**src/verilog/apm_pkg.sv**
```systemverilog
package apm_pkg;

  // ****************************************
  // clock and timing
  // ****************************************
  localparam int CLK_KHZ = 40000;
  localparam int STEP_NORMAL_US = 20;
  localparam int STEP_HALF_US = 40;
  localparam int VCM_UP_US = 500;
  localparam int PWR_SETTLE_US = 1;
  localparam int STEP_NORMAL_CYC = (STEP_NORMAL_US * CLK_KHZ) / 1000;
  localparam int STEP_HALF_CYC = (STEP_HALF_US * CLK_KHZ) / 1000;
  localparam int VCM_UP_CYC_DEF = (VCM_UP_US * CLK_KHZ + 999) / 1000;
  localparam int PWR_SETTLE_CYC = (PWR_SETTLE_US * CLK_KHZ + 999) / 1000;
  localparam int STEP_CNT_W = 11;
  localparam int VCM_CNT_W = 24;
  localparam int SETTLE_CNT_W = 8;

  // ****************************************
  // register map
  // ****************************************
  localparam int ADDR_W = 6;
  localparam logic [ADDR_W-1:0] MONO_STEP_OFS = 6'h04;
  localparam logic [ADDR_W-1:0] POWER_MISC_OFS = 6'h05;

  // mono_and_softstep_control fields
  localparam int MONO_SRC_BIT = 2;
  localparam int STEP_RATE_BIT = 1;
  localparam int STEP_DONE_BIT = 0;

  // audio_power_and_misc_control fields
  localparam int GLOBAL_OFF_BIT = 15;
  localparam int CM_AUTO_BIT = 14;
  localparam int BYPASS_OFF_BIT = 13;
  localparam int HP_OFF_BIT = 12;
  localparam int MONO_OFF_BIT = 11;
  localparam int DAC_OFF_BIT = 10;
  localparam int ADCL_OFF_BIT = 9;
  localparam int ADCR_OFF_BIT = 8;
  localparam int PWR_DONE_BIT = 7;
  localparam int MICB_OFF_BIT = 6;
  localparam int OSC_ON_BIT = 5;
  localparam int CLKBUF_ON_BIT = 4;
  localparam int SYNC_MON_OFF_BIT = 3;
  localparam int SYNC_LOST_BIT = 2;
  localparam int EFFECTS_ON_BIT = 1;
  localparam int DEEMPH_ON_BIT = 0;

  // writable bits and reset value of the power register (status bits excluded)
  localparam logic [15:0] POWER_WR_MASK = 16'hff7b;
  localparam logic [15:0] POWER_RST = 16'hff40;

  // ****************************************
  // derived section enables
  // ****************************************
  localparam int SEC_N = 12;
  localparam int SEC_BYPASS = 0;
  localparam int SEC_HP = 1;
  localparam int SEC_MONO = 2;
  localparam int SEC_DAC = 3;
  localparam int SEC_ADCL = 4;
  localparam int SEC_ADCR = 5;
  localparam int SEC_LINE_IN = 6;
  localparam int SEC_MIC_PRE = 7;
  localparam int SEC_LMUX = 8;
  localparam int SEC_LVOL = 9;
  localparam int SEC_RMUX = 10;
  localparam int SEC_RVOL = 11;

  localparam int GAIN_W = 7;
  localparam logic [GAIN_W-1:0] GAIN_FLOOR = 7'h00;

endpackage : apm_pkg

```
**src/verilog/apm_step_if.sv**
```systemverilog
interface apm_step_if
  import apm_pkg::*;
();
  logic tick;
  logic [GAIN_W-1:0] target;
  logic mute;
  logic [GAIN_W-1:0] applied;
  logic done;

  modport ctrl (output tick, output target, output mute, input applied, input done);
  modport chan (input tick, input target, input mute, output applied, output done);
endinterface : apm_step_if

```
**src/verilog/apm_soft_step.sv**
```systemverilog
module apm_soft_step
  import apm_pkg::*;
(
  input wire logic mclk_in,
  input wire logic rst_n_in,
  apm_step_if.chan step
);

  logic [GAIN_W-1:0] goal;
  logic [GAIN_W-1:0] applied_q;
  logic [GAIN_W-1:0] applied_d;
  logic done_q;

  // mute ramps down to the floor and keeps the stored target for unmute
  assign goal = step.mute ? GAIN_FLOOR : step.target;

  always_comb
  begin
    applied_d = applied_q;
    if (step.tick && applied_q < goal)
    begin
      applied_d = applied_q + 7'h01;
    end
    else if (step.tick && applied_q > goal)
    begin
      applied_d = applied_q - 7'h01;
    end
  end

  always_ff @(posedge mclk_in or negedge rst_n_in)
  begin
    if (!rst_n_in)
    begin
      applied_q <= GAIN_FLOOR;
    end
    else
    begin
      applied_q <= applied_d;
    end
  end

  // a goal change shows as not-done on the next edge
  always_ff @(posedge mclk_in or negedge rst_n_in)
  begin
    if (!rst_n_in)
    begin
      done_q <= 1'b1;
    end
    else
    begin
      done_q <= (applied_d == goal);
    end
  end

  assign step.applied = applied_q;
  assign step.done = done_q;

endmodule : apm_soft_step

```
**src/verilog/apm_ctrl_regs.sv**
```systemverilog
// Operation
// - mono select 0 routes left ADC input, 1 routes headphone mono mix
// - step rate 0 steps every 20 us, 1 every 40 us
// - soft-step done reads 1 when all ramps finished, 1 after reset
// - power bits 13..8: 1 powers section down, 0 powers up
// - global off forces all sections off, stored bits kept
// - everything but the sync monitor powered down after reset; host must power up first
// - common-mode auto bit 1 follows need; 0 keeps reference on once on
// - common-mode power-up takes 500 us before done is reported
// - bypass, headphone, DAC power bits: 0 up, 1 down, reset 1
// - mono driver up powers line in, mic preamp, left mux and volume
// - left ADC up powers line in, mic preamp, left mux and volume
// - right ADC up powers line in, mic preamp, right mux and volume
// - power done reads 1 when all changes complete, 1 after reset
// - mic bias on at 0, off at 1, reset 1
// - oscillator on at 1, reset 0
// - oscillator clock buffer on at 1, reset 0
// - sync monitor runs at 0 (reset), disabled at 1
// - out-of-sync flag is sticky until the host reads the register
// - out-of-sync reads 0 when synchronised, reset 0
// - effects filter on at 1, off at 0 (reset)
// - de-emphasis on at 1, off at 0 (reset)
module apm_ctrl_regs
  import apm_pkg::*;
#(
  parameter int NCH = 4,
  parameter int VCM_UP_CYC = VCM_UP_CYC_DEF
)
(
  input wire logic mclk_in,
  input wire logic rst_n_in,
  input wire logic reg_wr_in,
  input wire logic reg_rd_in,
  input wire logic [ADDR_W-1:0] reg_addr_in,
  input wire logic [15:0] reg_wdata_in,
  output logic [15:0] reg_rdata_out,
  input wire logic [NCH*GAIN_W-1:0] vol_target_in,
  input wire logic [NCH-1:0] vol_mute_in,
  input wire logic sync_error_in,
  output logic [NCH*GAIN_W-1:0] gain_applied_out,
  output logic mono_src_mix_out,
  output logic [SEC_N-1:0] section_on_out,
  output logic common_mode_reference_out,
  output logic mic_bias_on_out,
  output logic crystal_osc_on_out,
  output logic osc_clock_buffer_on_out,
  output logic sync_monitor_on_out,
  output logic effects_on_out,
  output logic deemphasis_on_out
);

  // ****************************************
  // register storage
  // ****************************************
  logic wr_mono;
  logic wr_pwr;
  logic rd_pwr;
  logic mono_source_select_q;
  logic step_rate_select_q;
  logic [15:0] power_q;

  assign wr_mono = reg_wr_in && (reg_addr_in == MONO_STEP_OFS);
  assign wr_pwr = reg_wr_in && (reg_addr_in == POWER_MISC_OFS);
  assign rd_pwr = reg_rd_in && (reg_addr_in == POWER_MISC_OFS);

  // reserved mono-register bits are not stored: they carry no function
  always_ff @(posedge mclk_in or negedge rst_n_in)
  begin
    if (!rst_n_in)
    begin
      mono_source_select_q <= 1'b0;
      step_rate_select_q <= 1'b0;
    end
    else if (wr_mono)
    begin
      mono_source_select_q <= reg_wdata_in[MONO_SRC_BIT];
      step_rate_select_q <= reg_wdata_in[STEP_RATE_BIT];
    end
  end

  // status bits 7 and 2 are not held here, so the mask skips them
  always_ff @(posedge mclk_in or negedge rst_n_in)
  begin
    if (!rst_n_in)
    begin
      power_q <= POWER_RST;
    end
    else if (wr_pwr)
    begin
      power_q <= reg_wdata_in & POWER_WR_MASK;
    end
  end

  // ****************************************
  // section power
  // ****************************************
  logic global_off;
  logic [SEC_N-1:0] sect_d;
  logic [SEC_N-1:0] sect_q;
  logic adc_like_l;
  logic need_cm;

  assign global_off = power_q[GLOBAL_OFF_BIT];

  always_comb
  begin
    sect_d = '0;
    sect_d[SEC_BYPASS] = !power_q[BYPASS_OFF_BIT];
    sect_d[SEC_HP] = !power_q[HP_OFF_BIT];
    sect_d[SEC_MONO] = !power_q[MONO_OFF_BIT];
    sect_d[SEC_DAC] = !power_q[DAC_OFF_BIT];
    sect_d[SEC_ADCL] = !power_q[ADCL_OFF_BIT];
    sect_d[SEC_ADCR] = !power_q[ADCR_OFF_BIT];
    adc_like_l = sect_d[SEC_MONO] || sect_d[SEC_ADCL];
    sect_d[SEC_LINE_IN] = adc_like_l || sect_d[SEC_ADCR];
    sect_d[SEC_MIC_PRE] = adc_like_l || sect_d[SEC_ADCR];
    sect_d[SEC_LMUX] = adc_like_l;
    sect_d[SEC_LVOL] = adc_like_l;
    sect_d[SEC_RMUX] = sect_d[SEC_ADCR];
    sect_d[SEC_RVOL] = sect_d[SEC_ADCR];
    if (global_off)
    begin
      sect_d = '0;
    end
  end

  assign need_cm = sect_d[SEC_BYPASS] || sect_d[SEC_DAC] || sect_d[SEC_ADCL] ||
                   sect_d[SEC_ADCR];

  always_ff @(posedge mclk_in or negedge rst_n_in)
  begin
    if (!rst_n_in)
    begin
      sect_q <= '0;
    end
    else
    begin
      sect_q <= sect_d;
    end
  end

  // ****************************************
  // common-mode reference
  // ****************************************
  logic cm_hold_q;
  logic cm_req;
  logic cm_q;
  logic cm_ready_q;
  logic [VCM_CNT_W-1:0] cm_cnt_q;

  // once lit with auto-off cleared, the reference stays up so later
  // power-ups skip the slow ramp
  always_ff @(posedge mclk_in or negedge rst_n_in)
  begin
    if (!rst_n_in)
    begin
      cm_hold_q <= 1'b0;
    end
    else if (power_q[CM_AUTO_BIT] || global_off)
    begin
      cm_hold_q <= 1'b0;
    end
    else if (cm_q)
    begin
      cm_hold_q <= 1'b1;
    end
  end

  assign cm_req = !global_off && (need_cm || cm_hold_q);

  always_ff @(posedge mclk_in or negedge rst_n_in)
  begin
    if (!rst_n_in)
    begin
      cm_q <= 1'b0;
    end
    else
    begin
      cm_q <= cm_req;
    end
  end

  always_ff @(posedge mclk_in or negedge rst_n_in)
  begin
    if (!rst_n_in)
    begin
      cm_cnt_q <= '0;
      cm_ready_q <= 1'b0;
    end
    else if (!cm_q)
    begin
      cm_cnt_q <= '0;
      cm_ready_q <= 1'b0;
    end
    else if (!cm_ready_q)
    begin
      if (cm_cnt_q == VCM_CNT_W'(VCM_UP_CYC - 1))
      begin
        cm_ready_q <= 1'b1;
      end
      else
      begin
        cm_cnt_q <= cm_cnt_q + 1'b1;
      end
    end
  end

  // ****************************************
  // power done
  // ****************************************
  logic [SETTLE_CNT_W-1:0] settle_q;
  logic pwr_chg;
  logic pwr_done_q;
  logic [15:0] misc_q;

  assign pwr_chg = (sect_d != sect_q) || (cm_req != cm_q) ||
                   (misc_q != (power_q & 16'h0078));

  // mic bias, oscillator, buffer and monitor changes also settle
  always_ff @(posedge mclk_in or negedge rst_n_in)
  begin
    if (!rst_n_in)
    begin
      misc_q <= POWER_RST & 16'h0078;
    end
    else
    begin
      misc_q <= power_q & 16'h0078;
    end
  end

  always_ff @(posedge mclk_in or negedge rst_n_in)
  begin
    if (!rst_n_in)
    begin
      settle_q <= '0;
    end
    else if (pwr_chg)
    begin
      settle_q <= SETTLE_CNT_W'(PWR_SETTLE_CYC);
    end
    else if (settle_q != '0)
    begin
      settle_q <= settle_q - 1'b1;
    end
  end

  always_ff @(posedge mclk_in or negedge rst_n_in)
  begin
    if (!rst_n_in)
    begin
      pwr_done_q <= 1'b1;
    end
    else
    begin
      pwr_done_q <= !pwr_chg && (settle_q == '0) &&
                    (!cm_q || cm_ready_q);
    end
  end

  // ****************************************
  // sync monitor
  // ****************************************
  logic sync_lost_sticky_q;

  // a new loss in the read cycle wins, so no event is dropped
  always_ff @(posedge mclk_in or negedge rst_n_in)
  begin
    if (!rst_n_in)
    begin
      sync_lost_sticky_q <= 1'b0;
    end
    else if (sync_error_in && !power_q[SYNC_MON_OFF_BIT])
    begin
      sync_lost_sticky_q <= 1'b1;
    end
    else if (rd_pwr)
    begin
      sync_lost_sticky_q <= 1'b0;
    end
  end

  // ****************************************
  // soft-stepping
  // ****************************************
  logic [STEP_CNT_W-1:0] tick_cnt_q;
  logic tick_q;
  logic [NCH-1:0] ch_done;
  logic step_done_q;

  always_ff @(posedge mclk_in or negedge rst_n_in)
  begin
    if (!rst_n_in)
    begin
      tick_cnt_q <= '0;
      tick_q <= 1'b0;
    end
    else if (tick_cnt_q == '0)
    begin
      tick_q <= 1'b1;
      tick_cnt_q <= step_rate_select_q ? STEP_CNT_W'(STEP_HALF_CYC - 1) :
                    STEP_CNT_W'(STEP_NORMAL_CYC - 1);
    end
    else
    begin
      tick_q <= 1'b0;
      tick_cnt_q <= tick_cnt_q - 1'b1;
    end
  end

  for (genvar i = 0; i < NCH; i++)
  begin : g_ch
    apm_step_if u_if ();
    assign u_if.tick = tick_q;
    assign u_if.target = vol_target_in[i*GAIN_W +: GAIN_W];
    assign u_if.mute = vol_mute_in[i];
    assign ch_done[i] = u_if.done;
    assign gain_applied_out[i*GAIN_W +: GAIN_W] = u_if.applied;
    apm_soft_step u_step (
      .mclk_in (mclk_in),
      .rst_n_in (rst_n_in),
      .step (u_if.chan)
    );
  end

  always_ff @(posedge mclk_in or negedge rst_n_in)
  begin
    if (!rst_n_in)
    begin
      step_done_q <= 1'b1;
    end
    else
    begin
      step_done_q <= &ch_done;
    end
  end

  // ****************************************
  // read port
  // ****************************************
  always_ff @(posedge mclk_in or negedge rst_n_in)
  begin
    if (!rst_n_in)
    begin
      reg_rdata_out <= '0;
    end
    else if (reg_rd_in)
    begin
      reg_rdata_out <= '0;
      if (reg_addr_in == MONO_STEP_OFS)
      begin
        reg_rdata_out[MONO_SRC_BIT] <= mono_source_select_q;
        reg_rdata_out[STEP_RATE_BIT] <= step_rate_select_q;
        reg_rdata_out[STEP_DONE_BIT] <= step_done_q;
      end
      else if (reg_addr_in == POWER_MISC_OFS)
      begin
        reg_rdata_out <= power_q;
        reg_rdata_out[PWR_DONE_BIT] <= pwr_done_q;
        reg_rdata_out[SYNC_LOST_BIT] <= sync_lost_sticky_q;
      end
    end
  end

  // ****************************************
  // registered outputs
  // ****************************************
  always_ff @(posedge mclk_in or negedge rst_n_in)
  begin
    if (!rst_n_in)
    begin
      mono_src_mix_out <= 1'b0;
      mic_bias_on_out <= 1'b0;
      crystal_osc_on_out <= 1'b0;
      osc_clock_buffer_on_out <= 1'b0;
      sync_monitor_on_out <= 1'b0;
      effects_on_out <= 1'b0;
      deemphasis_on_out <= 1'b0;
    end
    else
    begin
      mono_src_mix_out <= mono_source_select_q;
      mic_bias_on_out <= !power_q[MICB_OFF_BIT] && !global_off;
      crystal_osc_on_out <= power_q[OSC_ON_BIT];
      osc_clock_buffer_on_out <= power_q[CLKBUF_ON_BIT];
      sync_monitor_on_out <= !power_q[SYNC_MON_OFF_BIT];
      effects_on_out <= power_q[EFFECTS_ON_BIT];
      deemphasis_on_out <= power_q[DEEMPH_ON_BIT];
    end
  end

  assign section_on_out = sect_q;
  assign common_mode_reference_out = cm_q;

endmodule : apm_ctrl_regs

```
**config.mk**
```make
export PLATFORM = sky130hd
export DESIGN_NAME = apm_ctrl_regs
export DESIGN_NICKNAME = d
export VERILOG_FILES = /design/src/verilog/apm_pkg.sv /design/src/verilog/apm_step_if.sv /design/src/verilog/apm_soft_step.sv /design/src/verilog/apm_ctrl_regs.sv
export SDC_FILE = /design/constraint.sdc
export NUM_CORES = 1
export LEC_CHECK = 0
export BUFFER_PORTS_ARGS = -buffer_cell sky130_fd_sc_hd__buf_2
export CAP_MARGIN = 30
export CORE_MARGIN = 2
export CORE_UTILIZATION = 60
export CTS_BUF_LIST = sky130_fd_sc_hd__clkbuf_8
export CTS_CLUSTER_SIZE = 20
export DETAILED_ROUTE_END_ITERATION = 8
export GPL_ROUTABILITY_DRIVEN = 1
export PLACE_DENSITY = 0.8
export SKIP_CTS_REPAIR_TIMING = 1
export SLEW_MARGIN = 10
export SYNTH_ARGS = -nofsm -noshare
export SYNTH_HDL_FRONTEND = slang
export SYNTH_HIERARCHICAL = 1
export SYNTH_SLANG_ARGS = --single-unit
```
**constraint.sdc**
```tcl
create_clock -name mclk_in -period 4 [get_ports mclk_in]
set_input_delay 0.8 -clock mclk_in [delete_from_list [all_inputs] [get_ports mclk_in]]
set_output_delay 0.8 -clock mclk_in [all_outputs]
set_load 0.02 [all_outputs]
```
==> results.sh <==
export IMPL_status="completed"
export IMPL_post_place_cells=1219
export IMPL_std_cell_rows=45
export IMPL_worst_path_max_fanout=17
export IMPL_setup_worst_path_end_class="register"
export IMPL_total_number_of_vias=7399
export IMPL_post_route_period_util=0.770
export IMPL_post_layout_nonfiller_instances=1252
export IMPL_leakage_nw=4.40
export IMPL_hold_wc_path_type="in2async"
export IMPL_clock_sinks=131
export IMPL_cp_arrival_ns=3.44
export IMPL_vdd_ir_drop_max_v=0.000214
export IMPL_ys_async_sr_fraction=1.00
export IMPL_placeableCoreArea_um2=15000
export IMPL_final_max_slew_viol_count=0
export IMPL_fin_nets=1149
export IMPL_postSynthNetCount=1060
export IMPL_final_cell_area_um2=10100
export IMPL_synth_cell_area_um2=9130
export IMPL_fin_worst_hold_slack_ns=0.346
export IMPL_synth_yosys_seq_area_share=0.361
export IMPL_utilization=0.669
export IMPL_antenna_viol_nets_final=0
export IMPL_floorplan_die_height_um=127
export IMPL_via_count_of_the_first_global_routing_pass=6921
export IMPL_synthesis_stage_register_bit_count=131
export IMPL_layout_drive_gt1_share=0.224
export IMPL_fp_dieArea_um2=16200
export IMPL_antenna_found_initial=0
export IMPL_cts_htree_levels=4
export IMPL_post_synth_inst_count=962
export IMPL_antenna_diode_count=0
export IMPL_die_w_um=127
export IMPL_pin_count=123
export IMPL_pre_cts_worst_setup_slack_ns=0.493
export IMPL_gr_total_overflow=0
export IMPL_synth_edff_count=0
export IMPL_drt_total_wl_mm=19.7
export IMPL_post_synth_num_cell_types=69
export IMPL_routed_wire_length_per_instance_um=15.8
export IMPL_syn_avg_cell_area_um2=9.49
export IMPL_drtIter0Drc=467
export IMPL_final_setup_worst_slack_ns=0.922
export IMPL_hold_viol_final=0
export IMPL_grt_util_all_layers=0.246
export IMPL_number_of_maximum_capacitance_constraint_violations=0
export IMPL_clkLatencyLatePin_ns=0.45
export IMPL_power_per_cell_area_nw_per_um2=344
export IMPL_fmax_ghz=0.325
export IMPL_synth_warnings=6
export IMPL_floorplan_initialDensity=0.607
export IMPL_cts_root_to_sink_buffers=2
export IMPL_worst_setup_path_start_kind="primary input"
export IMPL_timing_final_crit_period_ns=3.08
export IMPL_worstSetupPathType="in2reg"
export IMPL_max_slew_margin=0.472
export IMPL_cts_buffers_inserted=17
export IMPL_place_congestion=0.888
export IMPL_clkTransAtPathRegs_ns=0.08
export IMPL_area_delta_synth_final_pct=10.2
export IMPL_layout_commonest_cell="buf_2"
export IMPL_dpl_instance_area_um2=9640
export IMPL_tightestPinTransition_ns=0.790
export IMPL_maximum_clock_skew_at_final_layout_ns=0.0136
export IMPL_cts_tree="built"
export IMPL_placement_io_buffers=121
export IMPL_worst_path_required_ns=4.36
export IMPL_setup_violations=0
export IMPL_reg2reg_setup_slack_ns=1.21
export IMPL_setup_tns_final_ns=0
export IMPL_grt_pass1_wl_mm=32.6
export IMPL_post_drt_via_cell_ratio=5.91
export IMPL_dpl_hpwl_mm=14.0
export IMPL_synthFlopType="dfrtp_1"
export IMPL_most_common_layout_cells="120 x buf_2, 115 x dfrtp_1, 75 x o21ai_0"
export IMPL_cts_root_buffer="clkbuf_8"
export IMPL_pin_count_of_the_biggest_net_entering_global_routing=70
export IMPL_drcViolationCount=0
export IMPL_drtPass1Iterations=5
export IMPL_grt_setup_unrepaired="no"
export IMPL_report_power_total_mw=3.47
==> layer usage <==
metal	part of all wire	global-route usage
met1	0.45	0.330
met2	0.49	0.408
met3	0.040	0.0452
met4	0.018	0.0776
met5	0	0
==> worst max-delay path, cell delays in order <==
cell     delay, ns
buf_2         0.14
nor2b_1       0.28
inv_1         0.17
ha_1          0.33
nand4_2       0.18
a21oi_1       0.10
nor2_2        0.54
nor2_1        0.12
a31oi_1       0.27
xor3_1        0.29
nor4_2        0.22
==> area by class of cell <==
type | count | area [um^2]
timing repair buffer | 127 | 664
fill | 1240 | 4970
clock inverter | 13 | 145
multi-input combinational | 720 | 5200
tap | 188 | 235
sequential | 131 | 3300
inverter | 54 | 258
clock buffer | 19 | 262
==> cell usage after synthesis, types with 5 or more instances <==
cell | instances | area (um^2)
nand2_1 | 63 | 236
xor2_1 | 30 | 263
dfstp_2 | 16 | 420
nor4_2 | 5 | 62.6
or4_1 | 6 | 45.0
inv_1 | 50 | 188
nand3_1 | 32 | 160
xnor2_1 | 57 | 499
and3_1 | 15 | 93.8
o211ai_1 | 13 | 97.6
buf_6 | 10 | 113
or3_1 | 10 | 62.6
mux2i_1 | 22 | 220
nand4_1 | 18 | 113
mux2_2 | 18 | 203
nand3b_1 | 13 | 97.6
and2_1 | 13 | 81.3
dfrtp_1 | 115 | 2880
o21ai_0 | 75 | 375
a31oi_1 | 15 | 93.8
a21boi_1 | 5 | 37.5
nor3b_1 | 8 | 60.1
nor4_1 | 19 | 119
nand4_2 | 5 | 62.6
nor3_1 | 19 | 95.1
nor3_2 | 6 | 60.1
a21oi_1 | 23 | 115
nor2b_1 | 18 | 113
nand2b_1 | 17 | 106
and4_1 | 8 | 70.1
o21ai_1 | 12 | 60.1
o221ai_1 | 12 | 105
nor4bb_1 | 8 | 80.1
ha_1 | 39 | 488
buf_2 | 18 | 90.1
o22ai_1 | 7 | 43.8
clkbuf_1 | 17 | 63.8
nor2_1 | 46 | 173
==> cells by family after synthesis <==
kind of cell | synth area share
simple gates | 0.243
mux | 0.0463
xor+xnor | 0.0939
flops | 0.361
fa+ha+maj | 0.0534
buf+inv | 0.0689
compound gates | 0.133
==> path summary, 6_finish.rpt <==
check,cells after the start,to,from
max,11,g_ch[0].u_step/step.done,vol_mute_in[0]
max in group asynchronous,2,g_ch[1].u_step/step.done,rst_n_in
max reg2reg,8,g_ch[0].u_step/step.done,g_ch[0].u_step/step.applied[4]
min reg2reg,0,effects_on_out,power_q[1]
min,1,g_ch[2].u_step/step.applied[6],rst_n_in
min in group mclk_in,0,effects_on_out,power_q[1]
==> where the power goes <==
part | leakage, nW | internal [mW] | total (mW) | switching, mW
Combinational | 2.60 | 0.307 | 0.736 | 0.430
Clock | 0.200 | 0.595 | 1.16 | 0.565
Sequential | 1.59 | 1.43 | 1.57 | 0.138
Total | 4.40 | 2.34 | 3.47 | 1.13
==> registers in the layout, indices dropped and copies added (netlist names), 4 cells and up <==
register	flops
reg_rdata_out	16
power_q	14
g_ch.u_step/step.applied	28
misc_q	4
cm_cnt_q	24
tick_cnt_q	11
g_ch.u_step/step.done	4
settle_q	8
section_on_out	8
(Power assumes the default switching activity.)
